`src/qmc_pkg.sv`:
```
// constants, register map and types of the module control and status block
`default_nettype none
package qmc_pkg;
	// ---------------------------------------------------------------
	// timing
	// ---------------------------------------------------------------
	localparam int unsigned CLK_PERIOD_NS = 10;       // 100 mhz core clock
	localparam int unsigned T_INIT_MS     = 2000;     // init / reset to ready
	localparam int unsigned T_RST_REC_NS  = 2000;     // reset pin recognition
	localparam int unsigned T_PDOWN_OFF_MS = 300;     // override cleared to ready
	localparam int unsigned NS_PER_MS     = 1000000;
	// cycle counts, longest times round down
	localparam int unsigned INIT_CYC = T_INIT_MS * (NS_PER_MS / CLK_PERIOD_NS);
	localparam int unsigned WAKE_CYC = T_PDOWN_OFF_MS * (NS_PER_MS / CLK_PERIOD_NS);
	// half the window is filtering, the rest is sync and slack
	localparam int unsigned RST_FILT_CYC = T_RST_REC_NS / CLK_PERIOD_NS / 2;
	localparam int unsigned TMR_W = 28;               // holds INIT_CYC
	// ---------------------------------------------------------------
	// register map, lower page
	// ---------------------------------------------------------------
	localparam logic [7:0] ADDR_STATUS = 8'h02;       // ready bits
	localparam logic [7:0] ADDR_FLAGS  = 8'h03;       // latched flags
	localparam logic [7:0] ADDR_MASK   = 8'h04;       // interrupt masks
	localparam logic [7:0] ADDR_CTRL   = 8'h05;       // power override
	localparam logic [7:0] ADDR_PSTATE = 8'h06;       // power state
	localparam logic [7:0] ADDR_PAGE   = 8'h7f;       // upper page select
	localparam logic [7:0] MASK_RST    = 8'h00;
	localparam logic [7:0] PAGE_RST    = 8'h00;
	localparam int unsigned STAT_DNR   = 0;           // data not ready
	localparam int unsigned STAT_RDYF  = 1;           // ready event flag
	localparam int unsigned CTRL_PDOWN = 0;           // power override bit
	localparam int unsigned PST_LP     = 0;           // low power active
	localparam int unsigned PST_FF     = 1;           // fully functional
	// ---------------------------------------------------------------
	// pin synchroniser layout
	// ---------------------------------------------------------------
	localparam int unsigned SY_RST  = 0;
	localparam int unsigned SY_SEL  = 1;
	localparam int unsigned SY_LP   = 2;
	localparam int unsigned SY_SCL  = 3;
	localparam int unsigned SY_SDA  = 4;
	localparam int unsigned SY_LOS  = 5;              // 4 bits
	localparam int unsigned SY_FLT  = 9;              // 4 bits
	localparam int unsigned SY_W    = 13;
	localparam logic [12:0] SY_RST_VAL = 13'h001b;    // idle pin levels
	// ---------------------------------------------------------------
	// control state
	// ---------------------------------------------------------------
	typedef enum logic [1:0] {
		ST_HOLD,
		ST_INIT,
		ST_READY,
		ST_WAKE
	} qmc_state_t;
endpackage
`default_nettype wire

```
`src/qmc_ctrl.sv`:
```
// module control, status, interrupt and select logic of the transceiver
`default_nettype none
module qmc_ctrl #(
	parameter int unsigned INIT_CYC = qmc_pkg::INIT_CYC,  // shorten in simulation
	parameter int unsigned WAKE_CYC = qmc_pkg::WAKE_CYC   // shorten in simulation
) (
	input  wire logic       clk,
	input  wire logic       arst_n,
	input  wire logic       ce,
	input  wire logic [7:0] reg_addr,
	input  wire logic [7:0] reg_wdata,
	input  wire logic       reg_wr,
	input  wire logic       reg_rd,
	output logic      [7:0] reg_rdata,
	input  wire logic       module_reset_low,
	input  wire logic       module_select_low,
	input  wire logic       low_power_request,
	input  wire logic       scl_in,
	input  wire logic       sda_in,
	input  wire logic       sda_drive_req,
	input  wire logic [3:0] rx_los_cond,
	input  wire logic [3:0] tx_fault_cond,
	output logic            sda_out,
	output logic            sda_oe,
	output logic            interrupt_request_low_out,
	output logic            interrupt_request_low_oe,
	output logic            module_present_low,
	output logic            low_power_active,
	output logic            fully_functional,
	output logic            bus_respond
);
	// ---------------------------------------------------------------
	// declarations
	// ---------------------------------------------------------------
	logic [qmc_pkg::SY_W-1:0]  sync1_r;        // first stage, read by sync2 only
	logic [qmc_pkg::SY_W-1:0]  sync2_r;        // usable pin levels
	logic                      scl_d_r;        // delayed scl for edges
	logic                      sda_d_r;        // delayed sda for edges
	logic                      stop_seen_r;    // stop seen, awaiting scl fall
	logic                      txn_end;        // scl fall after stop
	logic [7:0]                rst_cnt_r;      // reset pin low filter
	logic                      pin_reset;      // long low recognised
	qmc_pkg::qmc_state_t       state_r;        // control state
	logic [qmc_pkg::TMR_W-1:0] timer_r;        // init / wake timer
	logic                      bus_active_r;   // bus may answer
	logic [7:0]                flags_r;        // latched flags
	logic [7:0]                flag_set;       // flag causes this cycle
	logic [7:0]                clr_pend_r;     // flags read, clear at end
	logic                      rdyf_r;         // ready event flag
	logic                      rdyf_pend_r;    // ready flag read
	logic                      rdy_enter;      // entering ready this cycle
	logic [7:0]                mask_r;         // interrupt masks
	logic                      pdown_r;        // power override
	logic [7:0]                page_r;         // upper page select
	logic [7:0]                rdata_r;        // read data, one cycle
	logic                      int_r;          // interrupt asserted
	logic                      lp_r;           // low power active
	logic                      wr_ok;          // write accepted
	logic                      rd_ok;          // read accepted

	// ---------------------------------------------------------------
	// pin synchronisers and serial stop detection
	// ---------------------------------------------------------------
	// every pin and cause input passes two flops; sda_drive_req and the register strobes do not
	always_ff @(posedge clk or negedge arst_n) begin
		if (!arst_n) begin
			sync1_r <= qmc_pkg::SY_RST_VAL;
			sync2_r <= qmc_pkg::SY_RST_VAL;
		end else if (ce) begin
			sync1_r <= {tx_fault_cond, rx_los_cond, sda_in, scl_in,
			            low_power_request, module_select_low, module_reset_low};
			sync2_r <= sync1_r;
		end
	end

	// stop is sda rising while scl high; end is next scl fall
	always_ff @(posedge clk or negedge arst_n) begin
		if (!arst_n) begin
			scl_d_r     <= 1'b1;
			sda_d_r     <= 1'b1;
			stop_seen_r <= 1'b0;
		end else if (ce) begin
			scl_d_r <= sync2_r[qmc_pkg::SY_SCL];
			sda_d_r <= sync2_r[qmc_pkg::SY_SDA];
			if (txn_end) begin
				stop_seen_r <= 1'b0;
			end else if (scl_d_r && sync2_r[qmc_pkg::SY_SCL] &&
			             !sda_d_r && sync2_r[qmc_pkg::SY_SDA]) begin
				stop_seen_r <= 1'b1;
			end
		end
	end
	assign txn_end = stop_seen_r && scl_d_r && !sync2_r[qmc_pkg::SY_SCL];

	// ---------------------------------------------------------------
	// reset pin filter
	// ---------------------------------------------------------------
	// a low shorter than the filter is a glitch
	always_ff @(posedge clk or negedge arst_n) begin
		if (!arst_n) begin
			rst_cnt_r <= 8'h00;
		end else if (ce) begin
			if (sync2_r[qmc_pkg::SY_RST]) begin
				rst_cnt_r <= 8'h00;
			end else if (!pin_reset) begin
				rst_cnt_r <= rst_cnt_r + 8'h01;
			end
		end
	end
	assign pin_reset = (rst_cnt_r == 8'(qmc_pkg::RST_FILT_CYC));

	// ---------------------------------------------------------------
	// readiness state machine
	// ---------------------------------------------------------------
	// power on and pin reset both run the full init time
	always_ff @(posedge clk or negedge arst_n) begin
		if (!arst_n) begin
			state_r <= qmc_pkg::ST_INIT;
			timer_r <= '0;
		end else if (ce) begin
			if (pin_reset) begin
				state_r <= qmc_pkg::ST_HOLD;
				timer_r <= '0;
			end else begin
				unique case (state_r)
					qmc_pkg::ST_HOLD: begin
						// wait for the pin to rise
						if (sync2_r[qmc_pkg::SY_RST]) begin
							state_r <= qmc_pkg::ST_INIT;
						end
					end
					qmc_pkg::ST_INIT: begin
						timer_r <= timer_r + 1'b1;
						if (timer_r == qmc_pkg::TMR_W'(INIT_CYC - 1)) begin
							state_r <= qmc_pkg::ST_READY;
							timer_r <= '0;
						end
					end
					qmc_pkg::ST_READY: begin
						// override released: monitors restart
						if (wr_ok && reg_addr == qmc_pkg::ADDR_CTRL && pdown_r &&
						    !reg_wdata[qmc_pkg::CTRL_PDOWN]) begin
							state_r <= qmc_pkg::ST_WAKE;
						end
					end
					qmc_pkg::ST_WAKE: begin
						timer_r <= timer_r + 1'b1;
						if (timer_r == qmc_pkg::TMR_W'(WAKE_CYC - 1)) begin
							state_r <= qmc_pkg::ST_READY;
							timer_r <= '0;
						end
					end
				endcase
			end
		end
	end
	assign rdy_enter = ce && !pin_reset && state_r != qmc_pkg::ST_READY &&
	                   state_r != qmc_pkg::ST_HOLD && timer_r ==
	                   qmc_pkg::TMR_W'((state_r == qmc_pkg::ST_INIT ? INIT_CYC : WAKE_CYC) - 1);

	// ---------------------------------------------------------------
	// bus gating by select
	// ---------------------------------------------------------------
	// silent while deselected or still initialising
	always_ff @(posedge clk or negedge arst_n) begin
		if (!arst_n) begin
			bus_active_r <= 1'b0;
		end else if (ce) begin
			bus_active_r <= !sync2_r[qmc_pkg::SY_SEL] &&
			                state_r != qmc_pkg::ST_HOLD &&
			                state_r != qmc_pkg::ST_INIT;
		end
	end
	assign wr_ok = reg_wr && bus_active_r;
	assign rd_ok = reg_rd && bus_active_r;

	// ---------------------------------------------------------------
	// flags, clear on read at end of transaction
	// ---------------------------------------------------------------
	assign flag_set = {sync2_r[qmc_pkg::SY_FLT +: 4], sync2_r[qmc_pkg::SY_LOS +: 4]};

	// new causes win over a pending clear
	always_ff @(posedge clk or negedge arst_n) begin
		if (!arst_n) begin
			flags_r     <= 8'h00;
			clr_pend_r  <= 8'h00;
			rdyf_r      <= 1'b0;
			rdyf_pend_r <= 1'b0;
		end else if (ce) begin
			if (pin_reset) begin
				flags_r     <= 8'h00;
				clr_pend_r  <= 8'h00;
				rdyf_r      <= 1'b0;
				rdyf_pend_r <= 1'b0;
			end else if (txn_end) begin
				flags_r     <= (flags_r & ~clr_pend_r) | flag_set;
				clr_pend_r  <= 8'h00;
				rdyf_r      <= (rdyf_r && !rdyf_pend_r) || rdy_enter;
				rdyf_pend_r <= 1'b0;
			end else begin
				flags_r <= flags_r | flag_set;
				rdyf_r  <= rdyf_r || rdy_enter;
				if (rd_ok && reg_addr == qmc_pkg::ADDR_FLAGS) begin
					clr_pend_r <= clr_pend_r | flags_r;
				end
				if (rd_ok && reg_addr == qmc_pkg::ADDR_STATUS) begin
					rdyf_pend_r <= rdyf_pend_r || rdyf_r;
				end
			end
		end
	end

	// ---------------------------------------------------------------
	// writable registers
	// ---------------------------------------------------------------
	always_ff @(posedge clk or negedge arst_n) begin
		if (!arst_n) begin
			mask_r  <= qmc_pkg::MASK_RST;
			pdown_r <= 1'b0;
			page_r  <= qmc_pkg::PAGE_RST;
		end else if (ce) begin
			if (pin_reset) begin
				mask_r  <= qmc_pkg::MASK_RST;
				pdown_r <= 1'b0;
				page_r  <= qmc_pkg::PAGE_RST;
			end else if (wr_ok) begin
				unique case (reg_addr)
					qmc_pkg::ADDR_MASK: mask_r <= reg_wdata;
					qmc_pkg::ADDR_CTRL: pdown_r <= reg_wdata[qmc_pkg::CTRL_PDOWN];
					qmc_pkg::ADDR_PAGE: page_r <= reg_wdata;
					default: ;                               // read-only or unmapped
				endcase
			end
		end
	end

	// ---------------------------------------------------------------
	// read data, valid in the cycle after the strobe only
	// ---------------------------------------------------------------
	always_ff @(posedge clk or negedge arst_n) begin
		if (!arst_n) begin
			rdata_r <= 8'h00;
		end else if (ce) begin
			rdata_r <= 8'h00;
			if (rd_ok) begin
				unique case (reg_addr)
					qmc_pkg::ADDR_STATUS: begin
						rdata_r[qmc_pkg::STAT_DNR]  <= state_r != qmc_pkg::ST_READY;
						rdata_r[qmc_pkg::STAT_RDYF] <= rdyf_r;
					end
					qmc_pkg::ADDR_FLAGS:  rdata_r <= flags_r;
					qmc_pkg::ADDR_MASK:   rdata_r <= mask_r;
					qmc_pkg::ADDR_CTRL:   rdata_r[qmc_pkg::CTRL_PDOWN] <= pdown_r;
					qmc_pkg::ADDR_PSTATE: begin
						rdata_r[qmc_pkg::PST_LP] <= lp_r;
						rdata_r[qmc_pkg::PST_FF] <= state_r == qmc_pkg::ST_READY;
					end
					qmc_pkg::ADDR_PAGE:   rdata_r <= page_r;
					default:              rdata_r <= 8'h00; // unmapped reads zero
				endcase
			end
		end
	end

	// ---------------------------------------------------------------
	// interrupt and power level
	// ---------------------------------------------------------------
	// any unmasked flag or the ready event holds the line low
	always_ff @(posedge clk or negedge arst_n) begin
		if (!arst_n) begin
			int_r <= 1'b0;
			lp_r  <= 1'b0;
		end else if (ce) begin
			int_r <= (|(flags_r & ~mask_r)) || rdyf_r;
			lp_r  <= sync2_r[qmc_pkg::SY_LP] || pdown_r;
		end
	end

	// ---------------------------------------------------------------
	// outputs
	// ---------------------------------------------------------------
	assign reg_rdata                 = rdata_r;
	assign interrupt_request_low_out = 1'b0;                     // open drain
	assign interrupt_request_low_oe  = int_r;
	assign sda_out                   = 1'b0;                     // open drain
	assign sda_oe                    = bus_active_r && sda_drive_req;
	assign module_present_low        = 1'b0;                     // always present
	assign low_power_active          = lp_r;
	assign fully_functional          = state_r == qmc_pkg::ST_READY;
	assign bus_respond               = bus_active_r;

	logic [qmc_pkg::TMR_W-1:0] a_init_cnt_r;  // cycles spent initialising
	logic [qmc_pkg::TMR_W-1:0] a_wake_cnt_r;  // cycles spent waking
	logic [7:0]                a_low_cnt_r;   // cycles reset pin low
	always_ff @(posedge clk or negedge arst_n) begin
		if (!arst_n) begin
			a_init_cnt_r <= '0;
			a_wake_cnt_r <= '0;
			a_low_cnt_r  <= 8'h00;
		end else if (ce) begin
			a_init_cnt_r <= (state_r == qmc_pkg::ST_INIT) ? a_init_cnt_r + 1'b1 : '0;
			a_wake_cnt_r <= (state_r == qmc_pkg::ST_WAKE) ? a_wake_cnt_r + 1'b1 : '0;
			a_low_cnt_r  <= sync2_r[qmc_pkg::SY_RST] ? 8'h00 :
			                (a_low_cnt_r == 8'hff ? 8'hff : a_low_cnt_r + 8'h01);
		end
	end
endmodule
`default_nettype wire

```
`config.mk`:
```
export PLATFORM = sky130hd
export DESIGN_NAME = qmc_ctrl
export DESIGN_NICKNAME = d
export VERILOG_FILES = /design/src/qmc_pkg.sv /design/src/qmc_ctrl.sv
export SDC_FILE = /design/constraint.sdc
export NUM_CORES = 1
export LEC_CHECK = 0
export BUFFER_PORTS_ARGS = -buffer_cell sky130_fd_sc_hd__buf_2
export CAP_MARGIN = 20
export CORE_ASPECT_RATIO = 2
export CORE_MARGIN = 2
export CORE_UTILIZATION = 42
export DETAILED_ROUTE_END_ITERATION = 6
export PLACE_DENSITY = 0.58
export SLEW_MARGIN = 20
export SYNTH_ARGS = -nofsm -noshare
export SYNTH_HDL_FRONTEND = slang
export SYNTH_SLANG_ARGS = --single-unit
```
`constraint.sdc`:
```
create_clock -name clk -period 7.07 [get_ports clk]
set_clock_uncertainty 0.1 [all_clocks]
set_input_delay 0.707 -clock clk [delete_from_list [all_inputs] [get_ports clk]]
set_output_delay 0.707 -clock clk [all_outputs]
set_load 0.03 [all_outputs]
```
### Word-level counts from Yosys, hierarchy flattened

Index checks and enable logic that the tools add are counted.

| word-level totals | value |
|---|---|
| word-level logic and storage cells | 138 |
| memories | 0 |
| memory bits (writable) | 0 |
| ROM bits | 0 |
| output and inout port bits | 16 |
| flip-flop bits (word level) | 113 |
| bits in latches | 0 |

| cells by class | value |
|---|---|
| divide/modulo/power cells | 0 |
| magnitude comparators | 0 |
| bitwise logic cells | 7 |
| add/subtract/negate cells | 3 |
| reductions and logical operators | 51 |
| $mul | 0 |
| multiplexer cells | 38 |
| shift operators | 0 |
| equal/unequal tests | 20 |

Operators with widths:

| kind | count |
|---|---|
| 28-bit 2-to-1 mux | 4 |
| 8-bit 2-to-1 mux | 14 |
| 28-bit case mux with 2 select lines | 1 |
| 28-bit by 1-bit adder with 28-bit output (second input constant) | 1 |
| 28-bit by 25-bit equality test with 1-bit output (second input constant) | 1 |
| 28-bit equality test | 1 |
| 28-bit equality test (second input constant) | 1 |
| 28-bit by 1-bit subtractor with 28-bit output (second input constant) | 1 |
| 8-bit by 3-bit equality test with 1-bit output (second input constant) | 3 |
| 8-bit OR | 3 |
| 1-bit logical AND | 20 |
| 6-bit case mux with 3 select lines | 1 |
| 8-bit AND | 2 |
| 8-bit by 2-bit equality test with 1-bit output (second input constant) | 2 |
| 8-bit by 7-bit equality test with 1-bit output (second input constant) | 2 |
| 8-bit inverter | 2 |
| 2-bit nonzero test | 6 |
| 1-bit 2-to-1 mux | 10 |
| 2-bit 2-to-1 mux | 5 |
| 2-bit AND reduction | 5 |
| 3-bit != test (second input constant) | 3 |
| 3-bit AND reduction | 3 |
| 3-bit nonzero test | 3 |
| 8-bit by 1-bit adder with 8-bit output (second input constant) | 1 |
| 13 further kinds | 24 |

### Logic depth before layout (Yosys ltp)

Gate-level depths: netlist of run 1.

| logic depth | value |
|---|---|
| depth after elaboration | 9 |
| depth in mapped cells | 9 |

### Worst setup path before layout of run 1

Ideal clock, no wire load.

| timing | value |
|---|---|
| path type | input to register |
| start point | in reg_addr[5] |
| end point | reg rdata_r[2], in the netlist reg_rdata[2] |
| setup slack | 4.657 ns |
| data required time | 6.892 ns |
| stages | 6 |
| arrival | 2.234 ns |
| cell sequence | or4_4 -> nor4b_4 -> nor3_1 -> or2_1 -> clkbuf_1 -> o2bb2ai_1 |

| on the way | value |
|---|---|
| longest elaborated chain between the ends | 3 |

RTL lines:

| what | line | RTL |
|---|---|---|
| from (decl) | qmc_ctrl.sv:10 | `input wire logic [7:0] reg_addr,` |
| 8-bit by 7-bit equality test with 1-bit output, or another cell as far along | qmc_ctrl.sv:246 | `unique case (reg_addr)` |
| 6-bit case mux with 3 select lines (*) | qmc_ctrl.sv:246 |  |
| 8-bit 2-to-1 mux (*) | qmc_ctrl.sv:245 | `if (rd_ok) begin` |
| to (signal, indexed assignment) | qmc_ctrl.sv:248 | `rdata_r[qmc_pkg::STAT_DNR] <= state_r != qmc_pkg::ST_READY;` |
| to (signal, indexed assignment) | qmc_ctrl.sv:249 | `rdata_r[qmc_pkg::STAT_RDYF] <= rdyf_r;` |
| to (signal assigned) | qmc_ctrl.sv:251 | `qmc_pkg::ADDR_FLAGS: rdata_r <= flags_r;` |
| to (decl) | qmc_ctrl.sv:55 | `logic [7:0] rdata_r;` |

Mark *: on every way between the ends. The rest lies on a longest branch, timed or not.
A chain may end at the register's enable or synchronous reset.

### Worst setup path after layout of run 1

| timing | value |
|---|---|
| start point | in ce |
| end point | reg page_r[6] |

| on the way | value |
|---|---|
| longest elaborated chain between the ends | 1 |

RTL lines:

| what | line | RTL |
|---|---|---|
| from (decl) | qmc_ctrl.sv:9 | `input wire logic ce,` |
| 3-bit AND reduction (no source line) | n/a |  |
| to (signal assigned) | qmc_ctrl.sv:220 | `page_r <= qmc_pkg::PAGE_RST;` |
| to (signal assigned) | qmc_ctrl.sv:225 | `page_r <= qmc_pkg::PAGE_RST;` |
| to (signal assigned) | qmc_ctrl.sv:230 | `qmc_pkg::ADDR_PAGE: page_r <= reg_wdata;` |
| to (decl) | qmc_ctrl.sv:54 | `logic [7:0] page_r;` |

No other way between the ends.

==> results of run 1 <==
-- kinds of logic (layout without fill, tap and decap cells) --
family          Yosys count  after routing  synth area share (%)
compound gates          144            144                  18.4
xor+xnor                  3              3                 0.472
fa+ha+maj                 3              3                 0.675
buf+inv                  53            102                  4.21
flops                   113            113                  51.1
mux                      30             30                  6.03
other cells               1              3                0.0674
simple gates            192            192                  19.1
-- flip-flops by register name, summed over array words and instances, names as in the netlist --
signal                    count
bus_respond                   1
clr_pend_r                    8
flags_r                       8
interrupt_request_low_oe      1
low_power_active              1
mask_r                        8
page_r                        8
pdown_r                       1
rdyf_pend_r                   1
rdyf_r                        1
reg_rdata                     8
rst_cnt_r                     8
scl_d_r                       1
sda_d_r                       1
state_r                       2
stop_seen_r                   1
sync1_r                      13
sync2_r                      13
timer_r                      28
-- layer usage --
layer / vias to the layer above / part of all wire, % / track usage (%)
li1: 2104 / - / -
met5: - / 0 / 0
met1: 2321 / 38 / 24.7
met2: 142 / 54 / 36.7
met4: 0 / 3.4 / 9.73
met3: 30 / 3.8 / 4.41
-- worst max-delay path: cells and delay by family --
family	cells	cell delay, ps
AOI/OAI and AO/OA	1	240
and+or+nand+nor	3	1260
buffers and inverters	3	1020
-- cell usage after synthesis, types with 5 or more instances --
cell / instances / area share (%)
dfrtp_1: 102 / 46
nand4_1: 22 / 2.5
clkbuf_1: 20 / 1.3
nand2_1: 38 / 2.6
o2bb2ai_1: 10 / 1.6
nor3_1: 8 / 0.72
mux2_2: 28 / 5.7
dfstp_2: 11 / 5.2
buf_2: 10 / 0.90
nand3b_1: 7 / 0.94
o31ai_1: 6 / 0.81
o311ai_0: 6 / 0.94
o22ai_1: 5 / 0.56
a22oi_1: 12 / 1.6
nor2_1: 40 / 2.7
and3_1: 10 / 1.1
nand3_1: 24 / 2.2
a31oi_1: 18 / 2.0
o21ai_0: 13 / 1.2
inv_1: 18 / 1.2
a22o_1: 25 / 3.9
a21oi_1: 29 / 2.6
-- how the worst max path moves through the flow --
stage | slack, ps | start | to | cells after the start
2_1_floorplan | 4660 | reg_addr[5] | reg_rdata[2] | 6
3_3_place_gp | 3830 | ce | page_r[2] | 7
3_5_place_dp | 3650 | ce | page_r[6] | 7
4_1_cts | 4090 | ce | page_r[2] | 7
5_1_grt | 3850 | ce | page_r[0] | 7
6_report | 4040 | ce | page_r[6] | 7
-- stage by stage --
step | hold WS (ps) | std cells | util [%]
after CTS | 155 | 742 | 49.6
after global routing | 185 | 742 | 49.6
after detailed placement | 373 | 710 | 45.2
after floorplan | 311 | 541 | -
final | 142 | 742 | 49.6
after global placement | 365 | 710 | 45.2
-- cell type report --
cell class                      count  area [um^2]
Clock buffer                       17          425
Clock inverter                     15          146
Fill cell                        1194         6540
Inverter                           18         67.6
Multi-Input combinational cell    375         2500
Sequential cell                   113         2840
Tap cell                          152          190
Timing Repair Buffer               52          275
-- power groups by stage --
stage,logic [W],clock network [W],registers (W)
global route,0.000115,0.000873,0.000717
detailed placement,0.000104,0,0.000724
finish,0.000102,0.000832,0.000713
CTS,0.000104,0.000845,0.000713
global placement,0.000101,0,0.000724
floorplan,0.0000675,0,0.000714
==> flow_metrics.tcl, run 1 <==
set metrics [dict create \
    status "finished, final reports clean" \
    cts.repair.resized 0 \
    die_h_um 167 \
    clockRootBuffer "clkbuf_16" \
    vias_per_cell 6.20 \
    required_ps 7320 \
    dr_total_vias 4597 \
    reg2reg_from "timer_r[0]" \
    grt_antenna_before_repair 0 \
    cts.clk_slew.worst_paths_ps 60 \
    synth_flop_cell "dfrtp_1" \
    hold_viol 0 \
    die_area_um2 14200 \
    drt-total-wl_um 14400 \
    p_int_w 0.00122 \
    worstPathCellList "buf_2, buf_4, inv_1, nor2_1, nand2_1, nor3_1, a22o_1" \
    synth_seq_cells 113 \
    dp_hpwl_um 9990 \
    async_flop_share_pct 100 \
    maxCapViolCount 0 \
    post-cts-setup-buffer-count 0 \
    crit_slowest_cell "nor3_1" \
    total_power_w 0.00165 \
    setup-violations-final 0 \
    wl_per_cell_um 19.4 \
    setup_tns_ps 0 \
    htreeDepth 4 \
    critPathLaunchType "primary input" \
    seqPwrFrac_pct 43.3 \
    finalCritPeriodShare_pct 42.8 \
    cts_buffers 17 \
    drc_errors 0 \
    yosysSeqAreaShare_pct 51.1 \
    first_pass_iters 6 \
    arrival_ps 3270 \
    mostFrequentLayoutCell "dfrtp_1" \
    critPathMaxStageDelay_ps 820 \
    maxSlewHeadroom_pct 32.9 \
    setup_ws_ps 4040 \
    portBuffers 47 \
    r2r_cells 7 \
    combPwrFrac_pct 6.2 \
    finalWeightedCongestion 0.899 \
    max_freq_mhz 330 \
    cts_buffer_depth 2 \
    num_io_pins 51 \
    syn_area_um2 5560 \
    first_global_vias 4546 \
    track_usage_pct 21.2 \
    powerDensity_nw_per_um2 255 \
    postCtsHoldBufs 0 \
    crit_path_end_kind "flip-flop" \
    p_leak_nw 2.76 \
    rows 59 \
    rsz0062_at_grt "no" \
    p_sw_share_pct 25.8 \
    crit_path_max_fanout 61 \
    area_growth_pct 15.9 \
    p_switching_w 0.000426 \
    clock_sinks 113 \
    ir_drop_v 0.000183 \
    crit_type "in -> reg" \
    grt_pass1_wl_um 23800 \
    clock_latency_ps 410 \
    worst_pin_slew_ps 999 \
    mostFrequentLayoutCells "102 x dfrtp_1, 46 x buf_2, 40 x nor2_1" \
    timing.rr.end "timer_r[12]" \
    period_minus_slack_ps 3030 \
    post-route-cell-area_um2 6450 \
    avgSynthCellArea_um2 10.3 \
    hp-class "in -> async" \
    grt_max_degree 77 \
    nNetsFinal 615 \
    r2r_slack_ps 4250 \
    place_area_um2 5870 \
    layout-drive-gt1-share_pct 23.4 \
    p_clk_share_pct 50.5 \
    cts_tree "built" \
    n_antenna_cell 0 \
    grt-ovfl-total 0 \
    synth_edf_count 0 \
    die_x_um 85.4 \
    ys_types 65 \
    ant_nets 0 \
    yosys_warnings 0 \
    pre_cts_slack_ps 3650 \
    drv_slew 0 \
    drt_iter0_markers 278 \
    coreArea_um2 13000 \
    initial_core_util_pct 42.8 \
    synthCells 539 \
]
Note: power is estimated with default switching activity, not from simulation.
==> inputs of run 2 (changes only) <==
Settings changed: PLACE_DENSITY 0.58 to 0.6.
Clock period 7.07 ns to 2.7 ns, I/O delays scaled along.
==> flow_metrics.tcl, run 2 (same netlist as run 1, synthesis figures left out) <==
set metrics [dict create \
    track_usage_pct 21.5 \
    num_io_pins 51 \
    ir_drop_v 0.000464 \
    finalWeightedCongestion 0.903 \
    cts_buffer_depth 2 \
    regMostFlops "timer_r" \
    die_area_um2 14200 \
    grt_pass1_wl_um 24100 \
    ant_nets 0 \
    grt_antenna_before_repair 0 \
    worstPathCellList "ha_1, nand3_1, or3_1, a211o_1, buf_4, a41oi_1, a31oi_1" \
    post-route-cell-area_um2 6800 \
    rows 59 \
    worst_pin_slew_ps 947 \
    p_sw_share_pct 23.0 \
    die_h_um 167 \
    maxSlewHeadroom_pct 36.4 \
    first_pass_iters 5 \
    initial_core_util_pct 42.8 \
    cts_buffers 17 \
    vias_per_cell 6.02 \
    clock_latency_ps 410 \
    coreArea_um2 13000 \
    setup-violations-final 0 \
    critPathMaxStageDelay_ps 430 \
    mostFrequentLayoutCell "dfrtp_1" \
    drt_iter0_markers 242 \
    first_global_vias 4854 \
    portBuffers 47 \
    dp_hpwl_um 10300 \
    max_freq_mhz 413 \
    stdcell_count 775 \
    crit_path_end_kind "flip-flop" \
    area_growth_pct 22.2 \
    top_regs "timer_r x28, sync1_r x13, sync2_r x13" \
    layout-drive-gt1-share_pct 23.9 \
    htreeDepth 4 \
    mostFrequentLayoutCells "102 x dfrtp_1, 46 x buf_2, 40 x nor2_1" \
    hold_viol 0 \
    powerDensity_nw_per_um2 664 \
    p_switching_w 0.00104 \
    die_x_um 85.4 \
    critPathLaunchType "flip-flop" \
    setup_tns_ps 0 \
    wl_per_cell_um 18.7 \
    required_ps 2870 \
    p_leak_nw 2.93 \
    drt-total-wl_um 14500 \
    grt_max_degree 74 \
    finalCritPeriodShare_pct 89.7 \
    placed_cells 725 \
    grt-ovfl-total 0 \
    p_int_w 0.00347 \
    clock_sinks 113 \
    combPwrFrac_pct 6.6 \
    crit_path_max_fanout 17 \
    drv_slew 0 \
    period_minus_slack_ps 2420 \
    total_power_w 0.00451 \
    rsz0062_at_grt "no" \
    largest_register_ffs 28 \
    n_antenna_cell 0 \
    clockRootBuffer "clkbuf_16" \
    status "finished, final reports clean" \
    postCtsHoldBufs 19 \
    nNetsFinal 649 \
    drc_errors 0 \
    post-cts-setup-buffer-count 0 \
    place_area_um2 5990 \
    final_util_pct 52.3 \
    arrival_ps 2600 \
    cts.clk_slew.worst_paths_ps 50 \
    cts.repair.resized 0 \
    crit_type "reg -> reg" \
    dr_total_vias 4669 \
    seqPwrFrac_pct 41.3 \
    maxCapViolCount 0 \
    cts_tree "built" \
    p_clk_share_pct 52.0 \
    crit_slowest_cell "or3_1" \
    hp-class "in -> reg" \
]
## run 2: stage by stage
| step | worst slack [ps] | hold WS [ps] |
|---|---|---|
| 6_report | 278 | 9.55 |
| 5_1_grt | 107 | 20.3 |
| 4_1_cts | 284 | 0.510 |
| 3_5_place_dp | 294 | 205 |
| 3_3_place_gp | 344 | 202 |
| 2_1_floorplan | 478 | -126 |
## run 2: power by group through the flow
stage	clock [W]	combinational [W]	sequential [W]
after global placement	0	0.000272	0.00189
final	0.00235	0.000300	0.00187
after global routing	0.00246	0.000332	0.00188
after CTS	0.00238	0.000303	0.00186
after detailed placement	0	0.000281	0.00189
after floorplan	0	0.000177	0.00187
## run 2: layer usage
metal,up-vias,track usage (%),share of wire [%]
li1,2176,-,-
met1,2324,23.2,37
met2,126,38.7,55
met3,43,3.12,3.1
met4,0,12.8,4.9
met5,-,0,0
## run 2: cell type report
| cell class | count | area (um^2) |
|---|---|---|
| clock inverter | 13 | 186 |
| sequential | 113 | 2840 |
| clock buffer | 18 | 429 |
| multi-input combinational | 375 | 2490 |
| fill | 1172 | 6190 |
| tap | 152 | 190 |
| timing repair buffer | 86 | 591 |
| inverter | 18 | 67.6 |
## run 2: path summary, 6_finish.rpt
check / start / end / slack, ps / depth (start not counted)
max in group asynchronous: arst_n / state_r[0] / 1380 / 3
max: timer_r[0] / timer_r[16] / 280 / 7
min: reg_wdata[1] / page_r[1] / 10 / 2
max reg2reg: timer_r[0] / timer_r[16] / 280 / 7
min in group asynchronous: arst_n / sync2_r[5] / 290 / 2
min reg2reg: stop_seen_r / stop_seen_r / 380 / 1
## run 2: worst max-delay path: cells and delay by family (launching register included)
kind,cells,cell delay [ps]
buffers and inverters,1,260
AND/OR/NAND/NOR,2,590
adder cells (fa/ha/maj),1,240
AO/OA/AOI/OAI,3,670
flip-flops,1,420
==> inputs of run 3 (changes only) <==
Settings changed: CELL_PAD_IN_SITES_DETAIL_PLACEMENT set to 1, CELL_PAD_IN_SITES_GLOBAL_PLACEMENT set to 1, PLACE_DENSITY 0.6 to 0.73.
==> flow_metrics.tcl, run 3 (same netlist as run 1, synthesis figures left out) <==
set metrics [dict create \
    crit_path_max_fanout 8 \
    hp-class "in -> reg" \
    grt_pass1_wl_um 28300 \
    cp-startpoint "rst_cnt_r[3]" \
    first_global_vias 5266 \
    critPathLaunchType "flip-flop" \
    drv_slew 0 \
    mostFrequentLayoutCell "dfrtp_1" \
    status "finished, final reports clean" \
    ir_drop_v 0.000445 \
    hold_path_depth 2 \
    dr_total_vias 4794 \
    clockRootBuffer "clkbuf_16" \
    initial_core_util_pct 42.8 \
    r2r_slack_ps 220 \
    reg2reg_from "rst_cnt_r[3]" \
    maxSlewHeadroom_pct 41.5 \
    min_from "reg_wdata[1]" \
    htreeDepth 4 \
    grt_antenna_before_repair 0 \
    grt_max_degree 44 \
    rows 59 \
    clock_sinks 113 \
    coreArea_um2 13000 \
    cts.repair.resized 0 \
    die_h_um 167 \
    powerDensity_nw_per_um2 655 \
    first_pass_iters 4 \
    layout-drive-gt1-share_pct 25.0 \
    setup_tns_ps 0 \
    dp_hpwl_um 12000 \
    drt_iter0_markers 148 \
    setup-violations-final 0 \
    stdcell_count 780 \
    worst_pin_slew_ps 871 \
    die_area_um2 14200 \
    required_ps 2900 \
    clock_latency_ps 410 \
    nNetsFinal 653 \
    maxCapViolCount 0 \
    cts_buffers 17 \
    mostFrequentLayoutCells "102 x dfrtp_1, 46 x buf_2, 40 x nor2_1" \
    arrival_ps 2680 \
    drc_errors 0 \
    hold_end "mask_r[1]" \
    num_io_pins 51 \
    pre_cts_slack_ps 219 \
    post-cts-setup-buffer-count 0 \
    crit_type "reg -> reg" \
    die_x_um 85.4 \
    ant_nets 0 \
    cts.clk_slew.worst_paths_ps 60 \
    grt-ovfl-total 0 \
    n_antenna_cell 0 \
    finalWeightedCongestion 0.831 \
    p_leak_nw 2.94 \
    total_power_w 0.00446 \
    wl_per_cell_um 22.2 \
    drt-total-wl_um 17300 \
    cts_buffer_depth 2 \
    finalCritPeriodShare_pct 91.9 \
    period_minus_slack_ps 2480 \
    hold_viol 0 \
    vias_per_cell 6.15 \
    largest_register_ffs 28 \
    area_growth_pct 22.3 \
    track_usage_pct 25.5 \
    crit_path_end_kind "flip-flop" \
    final_util_pct 52.4 \
    max_freq_mhz 403 \
    portBuffers 47 \
    top_regs "timer_r x28, sync1_r x13, sync2_r x13" \
    timing.rr.end "mask_r[3]" \
    regMostFlops "timer_r" \
    r2r_cells 5 \
    setup_ws_ps 218 \
    placed_cells 731 \
    rsz0062_at_grt "no" \
    cts_tree "built" \
]
-- run 3: changes by cell type in the layout (fill, tap and decap cells not counted) --
cell | previous run | this run
buf_12 | 1 | 0
buf_4 | 20 | 27
bufinv_16 | 4 | 2
clkbuf_8 | 0 | 3
clkinv_2 | 2 | 1
clkinv_4 | 1 | 5
clkinvlp_4 | 4 | 3
dlygate4sd3_1 | 19 | 17
inv_6 | 2 | 0
o21ai_1 | 1 | 0
o21ai_2 | 0 | 1
-- run 3: layer usage --
| metal | global-route usage (%) | part of all wire, % |
|---|---|---|
| met1 | 27.9 | 37 |
| met2 | 46.8 | 57 |
| met3 | 3.87 | 2.7 |
| met4 | 11.9 | 3.2 |
| met5 | 0 | 0 |
-- run 3: area by class of cell --
cell class,instances,area (um^2)
sequential,113,2840
timing repair buffer,90,603
multi-input combinational,375,2500
tap,152,190
clock buffer,21,470
fill,1432,6190
inverter,18,67.6
clock inverter,11,131
-- run 3: where the power goes --
part	internal, W	switching (W)
registers	0.00180	0.0000793
clock network	0.00144	0.000837
logic	0.000138	0.000172
total	0.00337	0.00109
-- run 3: how the worst max path moves through the flow --
stage / end / slack (ps) / depth (start not counted)
final: mask_r[3] / 220 / 5
after global routing: page_r[4] / 60 / 7
after CTS: mask_r[3] / 210 / 5
after detailed placement: mask_r[3] / 220 / 5
after global placement: mask_r[1] / 320 / 5
after floorplan: timer_r[26] / 480 / 7
-- run 3: what timing repair did --
item	4_1_cts	5_1_grt
endpoints found under the hold margin	55	0
hold buffers	17	0
setup endpoints to repair	0	0
-- run 3: critical path: stages, from the launching register on --
cell	delay, ps
dfrtp_1	440
or4b_4	590
or2_2	330
nor2_1	340
a21oi_1	250
a22o_1	320
-- run 3: metrics by stage --
step           instance area [um^2]  hold WS, ps
3_5_place_dp                   6030          216
2_1_floorplan                  5570         -126
5_1_grt                        6800         7.03
3_3_place_gp                   6030          211
6_report                       6800         5.32
4_1_cts                        6800         1.16
